<file path="src/hdl/dbe_pkg.sv">
// Package with constants and carrier types of the debug access error-handling engine.
// Overview of operation
// - Bus data errors arrive with the transfer acknowledge that ends the access.
// - Read ending in bus error sets the error bit and clears data valid.
// - Write ending in bus data error sends transfer code 8 message, error code 00011.
// - Start without valid address yields an address error reported as usual.
// - Access register rewrite mid-block stops at next beat boundary, data discarded.
// - A newly programmed access starts only after the controller has recovered.
// - Clearing the start bit mid-block ends it and sends a ready message.
// - System reset during an access ends it, clears start, sends error message.
// - Start requested during system reset is refused, start cleared, error message.
// - Address errors and write data errors send messages with distinct codes.
package dbe_pkg;
  localparam int DATA_W = 32;
  localparam int ADDR_W = 32;
  localparam int AV_ADDR_W = 5;
  localparam int CNT_W = 8;
  localparam int IRQ_W = 3;
  // Register byte offsets on the Avalon slave.
  localparam logic [AV_ADDR_W-1:0] OFS_RWA = 5'h00;
  localparam logic [AV_ADDR_W-1:0] OFS_RW_ACCESS_ADDRESS_CTRL = 5'h04;
  localparam logic [AV_ADDR_W-1:0] OFS_UDI = 5'h08;
  localparam logic [AV_ADDR_W-1:0] OFS_UDI_STS = 5'h0C;
  localparam logic [AV_ADDR_W-1:0] OFS_IRQ_STS = 5'h10;
  localparam logic [AV_ADDR_W-1:0] OFS_IRQ_CLR = 5'h14;
  localparam logic [AV_ADDR_W-1:0] OFS_IRQ_EN = 5'h18;
  // Access register fields.
  localparam int RWA_START = 0;
  localparam int RWA_READ = 1;
  localparam int RWA_CNT_LO = 8;
  localparam int RWA_W = 16;
  localparam logic [RWA_W-1:0] RWA_RESET = 16'h0000;
  // Status bits of the data register and interrupt sources.
  localparam int UDI_DV = 0;
  localparam int UDI_ERR = 1;
  localparam int IRQ_RDERR = 0;
  localparam int IRQ_ERRMSG = 1;
  localparam int IRQ_DONE = 2;
  // Message codes.
  localparam logic [5:0] TRANSFER_CODE_ERROR = 6'h08;
  localparam logic [5:0] TRANSFER_CODE_READY = 6'h07;
  localparam logic [4:0] ECODE_WR_DATA = 5'h03;
  localparam logic [4:0] ECODE_ADDR = 5'h01;
  localparam logic [4:0] ECODE_RESET = 5'h02;
  localparam logic [ADDR_W-1:0] BEAT_BYTES = 32'h0000_0004;
  localparam logic [DATA_W-1:0] ZERO_WORD = 32'h0000_0000;

  typedef enum {ST_IDLE, ST_WAIT, ST_ISSUE, ST_RECOVER} dbe_state_t;

  typedef struct packed {
    logic valid;
    logic [5:0] transfer_code;
    logic [4:0] ecode;
  } dbe_msg_t;

  typedef struct packed {
    logic req;
    logic we;
    logic [ADDR_W-1:0] addr;
    logic [DATA_W-1:0] wdata;
  } dbe_lb_req_t;

  typedef struct packed {
    logic ack;
    logic data_err;
    logic addr_err;
    logic [DATA_W-1:0] rdata;
  } dbe_lb_rsp_t;
endpackage : dbe_pkg

</file>
<file path="src/hdl/dbe_rw_access.sv">
// Debug read/write access engine with bus error, rewrite, cancel and reset handling.
//
// Chosen here: the Avalon-MM interface to the registers and the address map.
module dbe_rw_access (
  input wire logic clk,
  input wire logic reset,
  input wire logic sys_reset,
  input wire logic [dbe_pkg::AV_ADDR_W-1:0] avs_address,
  input wire logic avs_read,
  input wire logic avs_write,
  input wire logic [dbe_pkg::DATA_W-1:0] avs_writedata,
  output logic [dbe_pkg::DATA_W-1:0] avs_readdata,
  output logic avs_waitrequest,
  output dbe_pkg::dbe_lb_req_t lb_req,
  input wire dbe_pkg::dbe_lb_rsp_t lb_rsp,
  output dbe_pkg::dbe_msg_t msg,
  output logic irq
);
  import dbe_pkg::*;

  typedef struct packed {
    dbe_state_t state;
    logic wait_q;
    logic [DATA_W-1:0] rdata_q;
    logic [RWA_W-1:0] rwa_q;
    logic [ADDR_W-1:0] rw_access_address_ctrl_q;
    logic addr_ok_q;
    logic [DATA_W-1:0] udi_q;
    logic dv_q;
    logic uerr_q;
    logic [ADDR_W-1:0] cur_addr_q;
    logic [CNT_W-1:0] cnt_q;
    logic abort_q;
    dbe_lb_req_t lb_q;
    dbe_msg_t msg_q;
    logic [IRQ_W-1:0] sts_q;
    logic [IRQ_W-1:0] en_q;
    logic irq_q;
  } dbe_regs_t;

  dbe_regs_t r_q;
  dbe_regs_t r_d;
  logic wr_acc;
  logic rd_acc;
  logic [IRQ_W-1:0] ev;
  logic [IRQ_W-1:0] clr;
  logic is_read;

  // Zero-extends a narrow field into a bus word.
  function automatic logic [DATA_W-1:0] widen(input logic [RWA_W-1:0] v);
    widen = {{(DATA_W-RWA_W){1'b0}}, v};
  endfunction : widen

  // Builds an error message with the given code.
  function automatic dbe_msg_t err_msg(input logic [4:0] code);
    err_msg = '{valid: 1'b1, transfer_code: TRANSFER_CODE_ERROR, ecode: code};
  endfunction : err_msg

  // The bus request stands through the one cycle that waitrequest is low, so writes and reads act there.
  assign wr_acc = avs_write && !r_q.wait_q;
  assign rd_acc = avs_read && !r_q.wait_q;
  assign is_read = r_q.rwa_q[RWA_READ];

  always_comb begin
    r_d = r_q;
    ev = '0;
    clr = '0;
    r_d.msg_q.valid = 1'b0;

    // Avalon handshake: one wait cycle, then a single cycle with waitrequest low.
    if (r_q.wait_q && (avs_read || avs_write)) begin
      r_d.wait_q = 1'b0;
      r_d.rdata_q = ZERO_WORD;
      if (avs_address == OFS_RWA) begin
        r_d.rdata_q = widen(r_q.rwa_q);
      end else if (avs_address == OFS_RW_ACCESS_ADDRESS_CTRL) begin
        r_d.rdata_q = r_q.rw_access_address_ctrl_q;
      end else if (avs_address == OFS_UDI) begin
        r_d.rdata_q = r_q.udi_q;
      end else if (avs_address == OFS_UDI_STS) begin
        r_d.rdata_q[UDI_DV] = r_q.dv_q;
        r_d.rdata_q[UDI_ERR] = r_q.uerr_q;
      end else if (avs_address == OFS_IRQ_STS) begin
        r_d.rdata_q[IRQ_W-1:0] = r_q.sts_q;
      end else if (avs_address == OFS_IRQ_EN) begin
        r_d.rdata_q[IRQ_W-1:0] = r_q.en_q;
      end
    end else begin
      r_d.wait_q = 1'b1;
    end

    // Register writes; a rewrite of the access register while busy also requests an abort.
    if (wr_acc) begin
      if (avs_address == OFS_RWA) begin
        r_d.rwa_q = avs_writedata[RWA_W-1:0];
        if (r_q.state != ST_IDLE) begin
          r_d.abort_q = 1'b1;
        end
      end else if (avs_address == OFS_RW_ACCESS_ADDRESS_CTRL) begin
        r_d.rw_access_address_ctrl_q = avs_writedata;
        r_d.addr_ok_q = 1'b1;
      end else if (avs_address == OFS_UDI) begin
        r_d.udi_q = avs_writedata;
        r_d.dv_q = 1'b1;
        r_d.uerr_q = 1'b0;
      end else if (avs_address == OFS_IRQ_CLR) begin
        clr = avs_writedata[IRQ_W-1:0];
      end else if (avs_address == OFS_IRQ_EN) begin
        r_d.en_q = avs_writedata[IRQ_W-1:0];
      end
    end
    // Reading the data word hands it to the tool, freeing the slot for the next read beat.
    if (rd_acc && avs_address == OFS_UDI && is_read) begin
      r_d.dv_q = 1'b0;
    end

    case (r_q.state)
      ST_IDLE: begin
        if (r_q.rwa_q[RWA_START]) begin
          if (sys_reset) begin
            r_d.rwa_q[RWA_START] = 1'b0;
            r_d.msg_q = err_msg(ECODE_RESET);
            ev[IRQ_ERRMSG] = 1'b1;
          end else if (!r_q.addr_ok_q) begin
            // No address programmed: treated as a bus address error.
            r_d.rwa_q[RWA_START] = 1'b0;
            r_d.msg_q = err_msg(ECODE_ADDR);
            ev[IRQ_ERRMSG] = 1'b1;
          end else begin
            r_d.cur_addr_q = r_q.rw_access_address_ctrl_q;
            r_d.cnt_q = r_q.rwa_q[RWA_CNT_LO +: CNT_W];
            r_d.abort_q = 1'b0;
            r_d.uerr_q = 1'b0;
            if (is_read) begin
              r_d.dv_q = 1'b0;
            end
            r_d.state = ST_WAIT;
          end
        end
      end
      ST_WAIT: begin
        // Waits for the tool to empty (read) or fill (write) the data word.
        if (sys_reset) begin
          r_d.rwa_q[RWA_START] = 1'b0;
          r_d.msg_q = err_msg(ECODE_RESET);
          ev[IRQ_ERRMSG] = 1'b1;
          r_d.state = ST_IDLE;
        end else if (r_q.abort_q || wr_acc && avs_address == OFS_RWA) begin
          r_d.abort_q = 1'b1;
          r_d.state = ST_RECOVER;
        end else if (is_read ? !r_q.dv_q : r_q.dv_q) begin
          r_d.lb_q = '{req: 1'b1, we: !is_read, addr: r_q.cur_addr_q, wdata: r_q.udi_q};
          r_d.state = ST_ISSUE;
        end
      end
      ST_ISSUE: begin
        if (sys_reset) begin
          // The pending bus cycle is dropped; reset also clears the on-chip bus.
          r_d.lb_q.req = 1'b0;
          r_d.rwa_q[RWA_START] = 1'b0;
          r_d.msg_q = err_msg(ECODE_RESET);
          ev[IRQ_ERRMSG] = 1'b1;
          r_d.state = ST_IDLE;
        end else if (lb_rsp.ack) begin
          r_d.lb_q.req = 1'b0;
          if (lb_rsp.addr_err || lb_rsp.data_err) begin
            r_d.rwa_q[RWA_START] = 1'b0;
            r_d.state = ST_IDLE;
            if (is_read && !lb_rsp.addr_err) begin
              r_d.uerr_q = 1'b1;
              r_d.dv_q = 1'b0;
              ev[IRQ_RDERR] = 1'b1;
            end else begin
              r_d.msg_q = err_msg(lb_rsp.addr_err ? ECODE_ADDR : ECODE_WR_DATA);
              ev[IRQ_ERRMSG] = 1'b1;
              if (is_read) begin
                r_d.uerr_q = 1'b1;
                r_d.dv_q = 1'b0;
              end
            end
          end else if (r_q.abort_q || wr_acc && avs_address == OFS_RWA) begin
            // Beat completed after a rewrite: its data is thrown away.
            r_d.abort_q = 1'b1;
            if (!is_read) begin
              r_d.dv_q = 1'b0;
            end
            r_d.state = ST_RECOVER;
          end else begin
            if (is_read) begin
              r_d.udi_q = lb_rsp.rdata;
              r_d.dv_q = 1'b1;
            end else begin
              r_d.dv_q = 1'b0;
            end
            r_d.cur_addr_q = r_q.cur_addr_q + BEAT_BYTES;
            if (r_q.cnt_q == '0) begin
              r_d.rwa_q[RWA_START] = 1'b0;
              r_d.msg_q = '{valid: 1'b1, transfer_code: TRANSFER_CODE_READY, ecode: 5'h00};
              ev[IRQ_DONE] = 1'b1;
              r_d.state = ST_IDLE;
            end else begin
              r_d.cnt_q = r_q.cnt_q - 1'b1;
              r_d.state = ST_WAIT;
            end
          end
        end
      end
      ST_RECOVER: begin
        // One idle cycle lets the controller settle before the next access may begin.
        r_d.abort_q = 1'b0;
        r_d.state = ST_IDLE;
        if (!r_q.rwa_q[RWA_START]) begin
          r_d.msg_q = '{valid: 1'b1, transfer_code: TRANSFER_CODE_READY, ecode: 5'h00};
          ev[IRQ_DONE] = 1'b1;
        end
      end
      default: begin
        r_d.state = ST_IDLE;
      end
    endcase

    // Sticky status: a new event wins over a clear in the same cycle.
    r_d.sts_q = (r_q.sts_q & ~clr) | ev;
    r_d.irq_q = |(r_d.sts_q & r_d.en_q);
  end

  // All state registers; the synchronous reset returns every field to its idle value.
  always_ff @(posedge clk) begin
    if (reset) begin
      r_q <= '0;
      r_q.state <= ST_IDLE;
      r_q.wait_q <= 1'b1;
      r_q.rwa_q <= RWA_RESET;
    end else begin
      r_q <= r_d;
    end
  end

  // Outputs come straight from the state register.
  assign avs_readdata = r_q.rdata_q;
  assign avs_waitrequest = r_q.wait_q;
  assign lb_req = r_q.lb_q;
  assign msg = r_q.msg_q;
  assign irq = r_q.irq_q;
endmodule : dbe_rw_access

</file>
<file path="config.mk">
export PLATFORM = sky130hd
export DESIGN_NAME = dbe_rw_access
export DESIGN_NICKNAME = d
export VERILOG_FILES = /design/src/hdl/dbe_pkg.sv /design/src/hdl/dbe_rw_access.sv
export SDC_FILE = /design/constraint.sdc
export NUM_CORES = 1
export LEC_CHECK = 0
export BUFFER_PORTS_ARGS = -buffer_cell sky130_fd_sc_hd__buf_2
export CAP_MARGIN = 25
export CORE_AREA = 2 2 142 144
export DETAILED_ROUTE_END_ITERATION = 8
export DIE_AREA = 0 0 144 146
export GPL_ROUTABILITY_DRIVEN = 0
export PLACE_DENSITY = 0.84
export SYNTH_ARGS = -nofsm -noshare
export SYNTH_HDL_FRONTEND = slang
export SYNTH_SLANG_ARGS = --single-unit
</file>
<file path="constraint.sdc">
create_clock -name clk -period 3.25 [get_ports clk]
set_input_delay 0.65 -clock clk [delete_from_list [all_inputs] [get_ports clk]]
set_output_delay 0.65 -clock clk [all_outputs]
set_load 0.1 [all_outputs]
</file>
==> flow_summary.yaml <==
power_and_ir_drop:
  p_sw_share_pct: 25.76
  finalPower_w: 0.006156
  clockPowerShare_pct: 43.4
  powerDensity_mw_per_mm2: 489.2
  p_int_w: 0.004570
  leakagePower_nw: 4.596
  power_frac_seq_pct: 48.0
  pwr-share-comb_pct: 8.6
  p_sw_w: 0.001586
  ir_drop_uv: 356.4
global_routing:
  grt.total_usage_pct: 30.10
  overflow: 0
  grt_max_degree: 93
  antenna_found_initial: 0
  grt_pass1_vias: 9955
  grt_pass1_wl_um: 51640
clock_network:
  numCtsBuffers: 25
  cts_tree: "built"
  clk_latency_ns: 0.52
  postCtsSetupBuffers: 0
  path_clk_slew_ns: 0.06
  clockBufferDepth: 3
  htree_levels: 1
  hold_buffers: 0
  cts_root_buffer: "clkbuf_16"
  cts_resized: 0
  cts_sinks: 237
yosys:
  synth_cells: 1460
  seq_area_frac_synth_pct: 40.59
  ys_top_cells_by_area: "dfxtp_1 41%, nand2_1 11%, buf_4 7.9%"
  yosys-top-cells-count: "330 x nand2_1, 237 x dfxtp_1, 159 x a21oi_1, 123 x buf_4, 98 x nor2_1"
  synth_xor_area_share_pct: 0.2997
  synth_adder_area_share_pct: 0.6423
  synthArstFlopShare_pct: 0
  yosysTopAreaCellShare_pct: 40.59
  muxShareOfSynthArea_pct: 1.145
  synth_top_family_by_area: "compound AO/OA/AOI/OAI gates"
  synth-compound-area-share_pct: 23.21
  yosysWarnings: 0
  synth_area_per_cell_um2: 8.006
  synth_area_mm2: 0.01169
  synth_simple_gate_area_share_pct: 21.75
  synth-main-ff-cell: "dfxtp_1"
  ys_seq_elements: 237
  synth_cell_type_count: 80
  synth-edff-count: 0
  yosysTopAreaCell: "dfxtp_1"
  synthMostInstantiatedCell: "nand2_1"
detailed_routing:
  ant_nets: 0
  finalWirelength_um: 32600
  vias: 10921
  via_per_inst: 6.212
  wl_per_cell_um: 18.54
  drt_iter0_drc: 1343
  drc: 0
  dr.pass1.iters: 6
setup_path:
  worst-endpoint-arrival_ns: 2.92
  cp_cell_sequence: "inv_1 > ha_1 > nand3b_1 > nor3_4 > a21oi_4 > buf_4 > o311ai_1 > o31ai_1"
  worstPathRequired_ns: 3.61
  critPathMaxStageDelay_ns: 0.43
  end_kind: "flop"
  crit_type: "reg -> reg"
  crit_fanout: 16
  critPathSlowestCell: "ha_1"
  critPathLaunchType: "flop"
  rrSetupSlack_ns: 0.69
sta:
  fin_setup_tns_ns: 0
  fin_crit_sh_pct: 78.91
  timing.fmax_ghz: 0.3899
  hold_viol: 0
  period_minus_slack_ns: 2.565
  rsz0062_at_grt: "no"
  maxSlewViolCount: 0
  worst_slew_pin_slew_ns: 0.9702
  fin_skew_ns: 0.01021
  final-setup-viol-count: 0
  relSlewSlack_pct: 35.32
finish:
  drive_gt1_share_pct: 19.16
  area_growth_pct: 7.665
  layout.nets: 1562
  fill_cells: 1612
  antenna_cells: 0
floorplan:
  die_y_um: 146
  io_pins: 189
  rows: 51
  core_mm2: 0.01933
  fp.dieW_um: 144
  start_util_pct: 60.45
  fp.dieArea_mm2: 0.02102
place:
  dpl.hpwl_um: 22190
  io_buffers: 183
status:
  status: "completed"
flow_run:
  cap_violations: 0
min_path:
  min_path_type: "in -> reg"
-- through the flow --
step / utilization, % / hold WS (ns) / std cells / setup slack [ns] / area, um2
floorplan: - / 0.4321 / 1464 / 0.7726 / 11700
global placement: 61.19 / 0.4405 / 1717 / 0.6010 / 11830
detailed placement: 61.19 / 0.4430 / 1717 / 0.5717 / 11830
CTS: 65.09 / 0.3758 / 1758 / 0.7639 / 12580
global route: 65.09 / 0.3978 / 1758 / 0.5446 / 12580
finish: 65.09 / 0.3868 / 1758 / 0.6855 / 12580
-- cell type report --
cell class | count | area [um2] | area share [%]
flip-flops and latches | 237 | 4745 | 37.70
clock buffers | 30 | 664.4 | 5.279
inverters | 13 | 48.80 | 0.3878
multi-input cells | 990 | 5529 | 43.94
clock inverters | 11 | 88.84 | 0.7059
well taps | 265 | 331.6 | 2.635
repair buffers | 212 | 1177 | 9.356
-- power groups by stage --
stage / combinational, W / sequential [W] / clock, W
floorplan: 0.000420 / 0.00302 / 0
global placement: 0.000519 / 0.00302 / 0
detailed placement: 0.000521 / 0.00302 / 0
CTS: 0.000523 / 0.00296 / 0.00269
global route: 0.000554 / 0.00296 / 0.00280
finish: 0.000528 / 0.00296 / 0.00267
-- final timing paths --
| kind | startpoint | end | depth (start not counted) |
|---|---|---|---|
| max reg2reg | r_q[242]$_SDFFE_PP0P_ | r_q[98]$_SDFFE_PP0P_ | 8 |
| min reg2reg | lb_req[49]$_SDFFE_PP0P_ | lb_req[49]$_SDFFE_PP0P_ | 2 |
| min | avs_writedata[23] | r_q[184]$_SDFFE_PP0P_ | 3 |
| max | r_q[242]$_SDFFE_PP0P_ | r_q[98]$_SDFFE_PP0P_ | 8 |
-- critical path: cells and delay by family (launching register included) --
family,cells,cell delay (ns)
and+or+nand+nor,2,0.64
buffers and inverters,2,0.34
DFF,1,0.34
AOI/OAI and AO/OA,3,0.66
adders and majority gates,1,0.43
-- registers in the layout (all words and copies together), names as in the netlist --
register,flops
avs_readdata,32
avs_waitrequest,1
irq,1
is_read,1
lb_req,66
msg,5
r_q,131
-- cell usage in the layout (no fill, tap or decap), types with 17 or more instances in the layout --
cell	n
dfxtp_1	237
buf_4	26
a311oi_1	50
clkbuf_16	25
a21oi_1	159
nand3_1	37
a221oi_1	17
nor2_1	98
a22oi_1	22
nand2_1	330
nor3_1	32
buf_2	182
-- cells by family (layout without fill, tap and decap cells) --
group,count (synthesis),count (layout)
mux,13,13
simple gates,573,573
xor+xnor,4,4
flops,237,237
compound gates,389,389
buf+inv,237,266
other cells,1,5
fa+ha+maj,6,6
-- routing by layer --
layer	vias up	GRT usage, %	part of all wire, %	wire (um)
li1	5080	-	-	-
met1	5152	41.76	41	13270
met2	610	47.50	46	15150
met3	79	4.179	8.8	2869
met4	0	11.62	4.0	1304
met5	-	0	0	0
No activity file was read; power rests on OpenSTA's default activity.
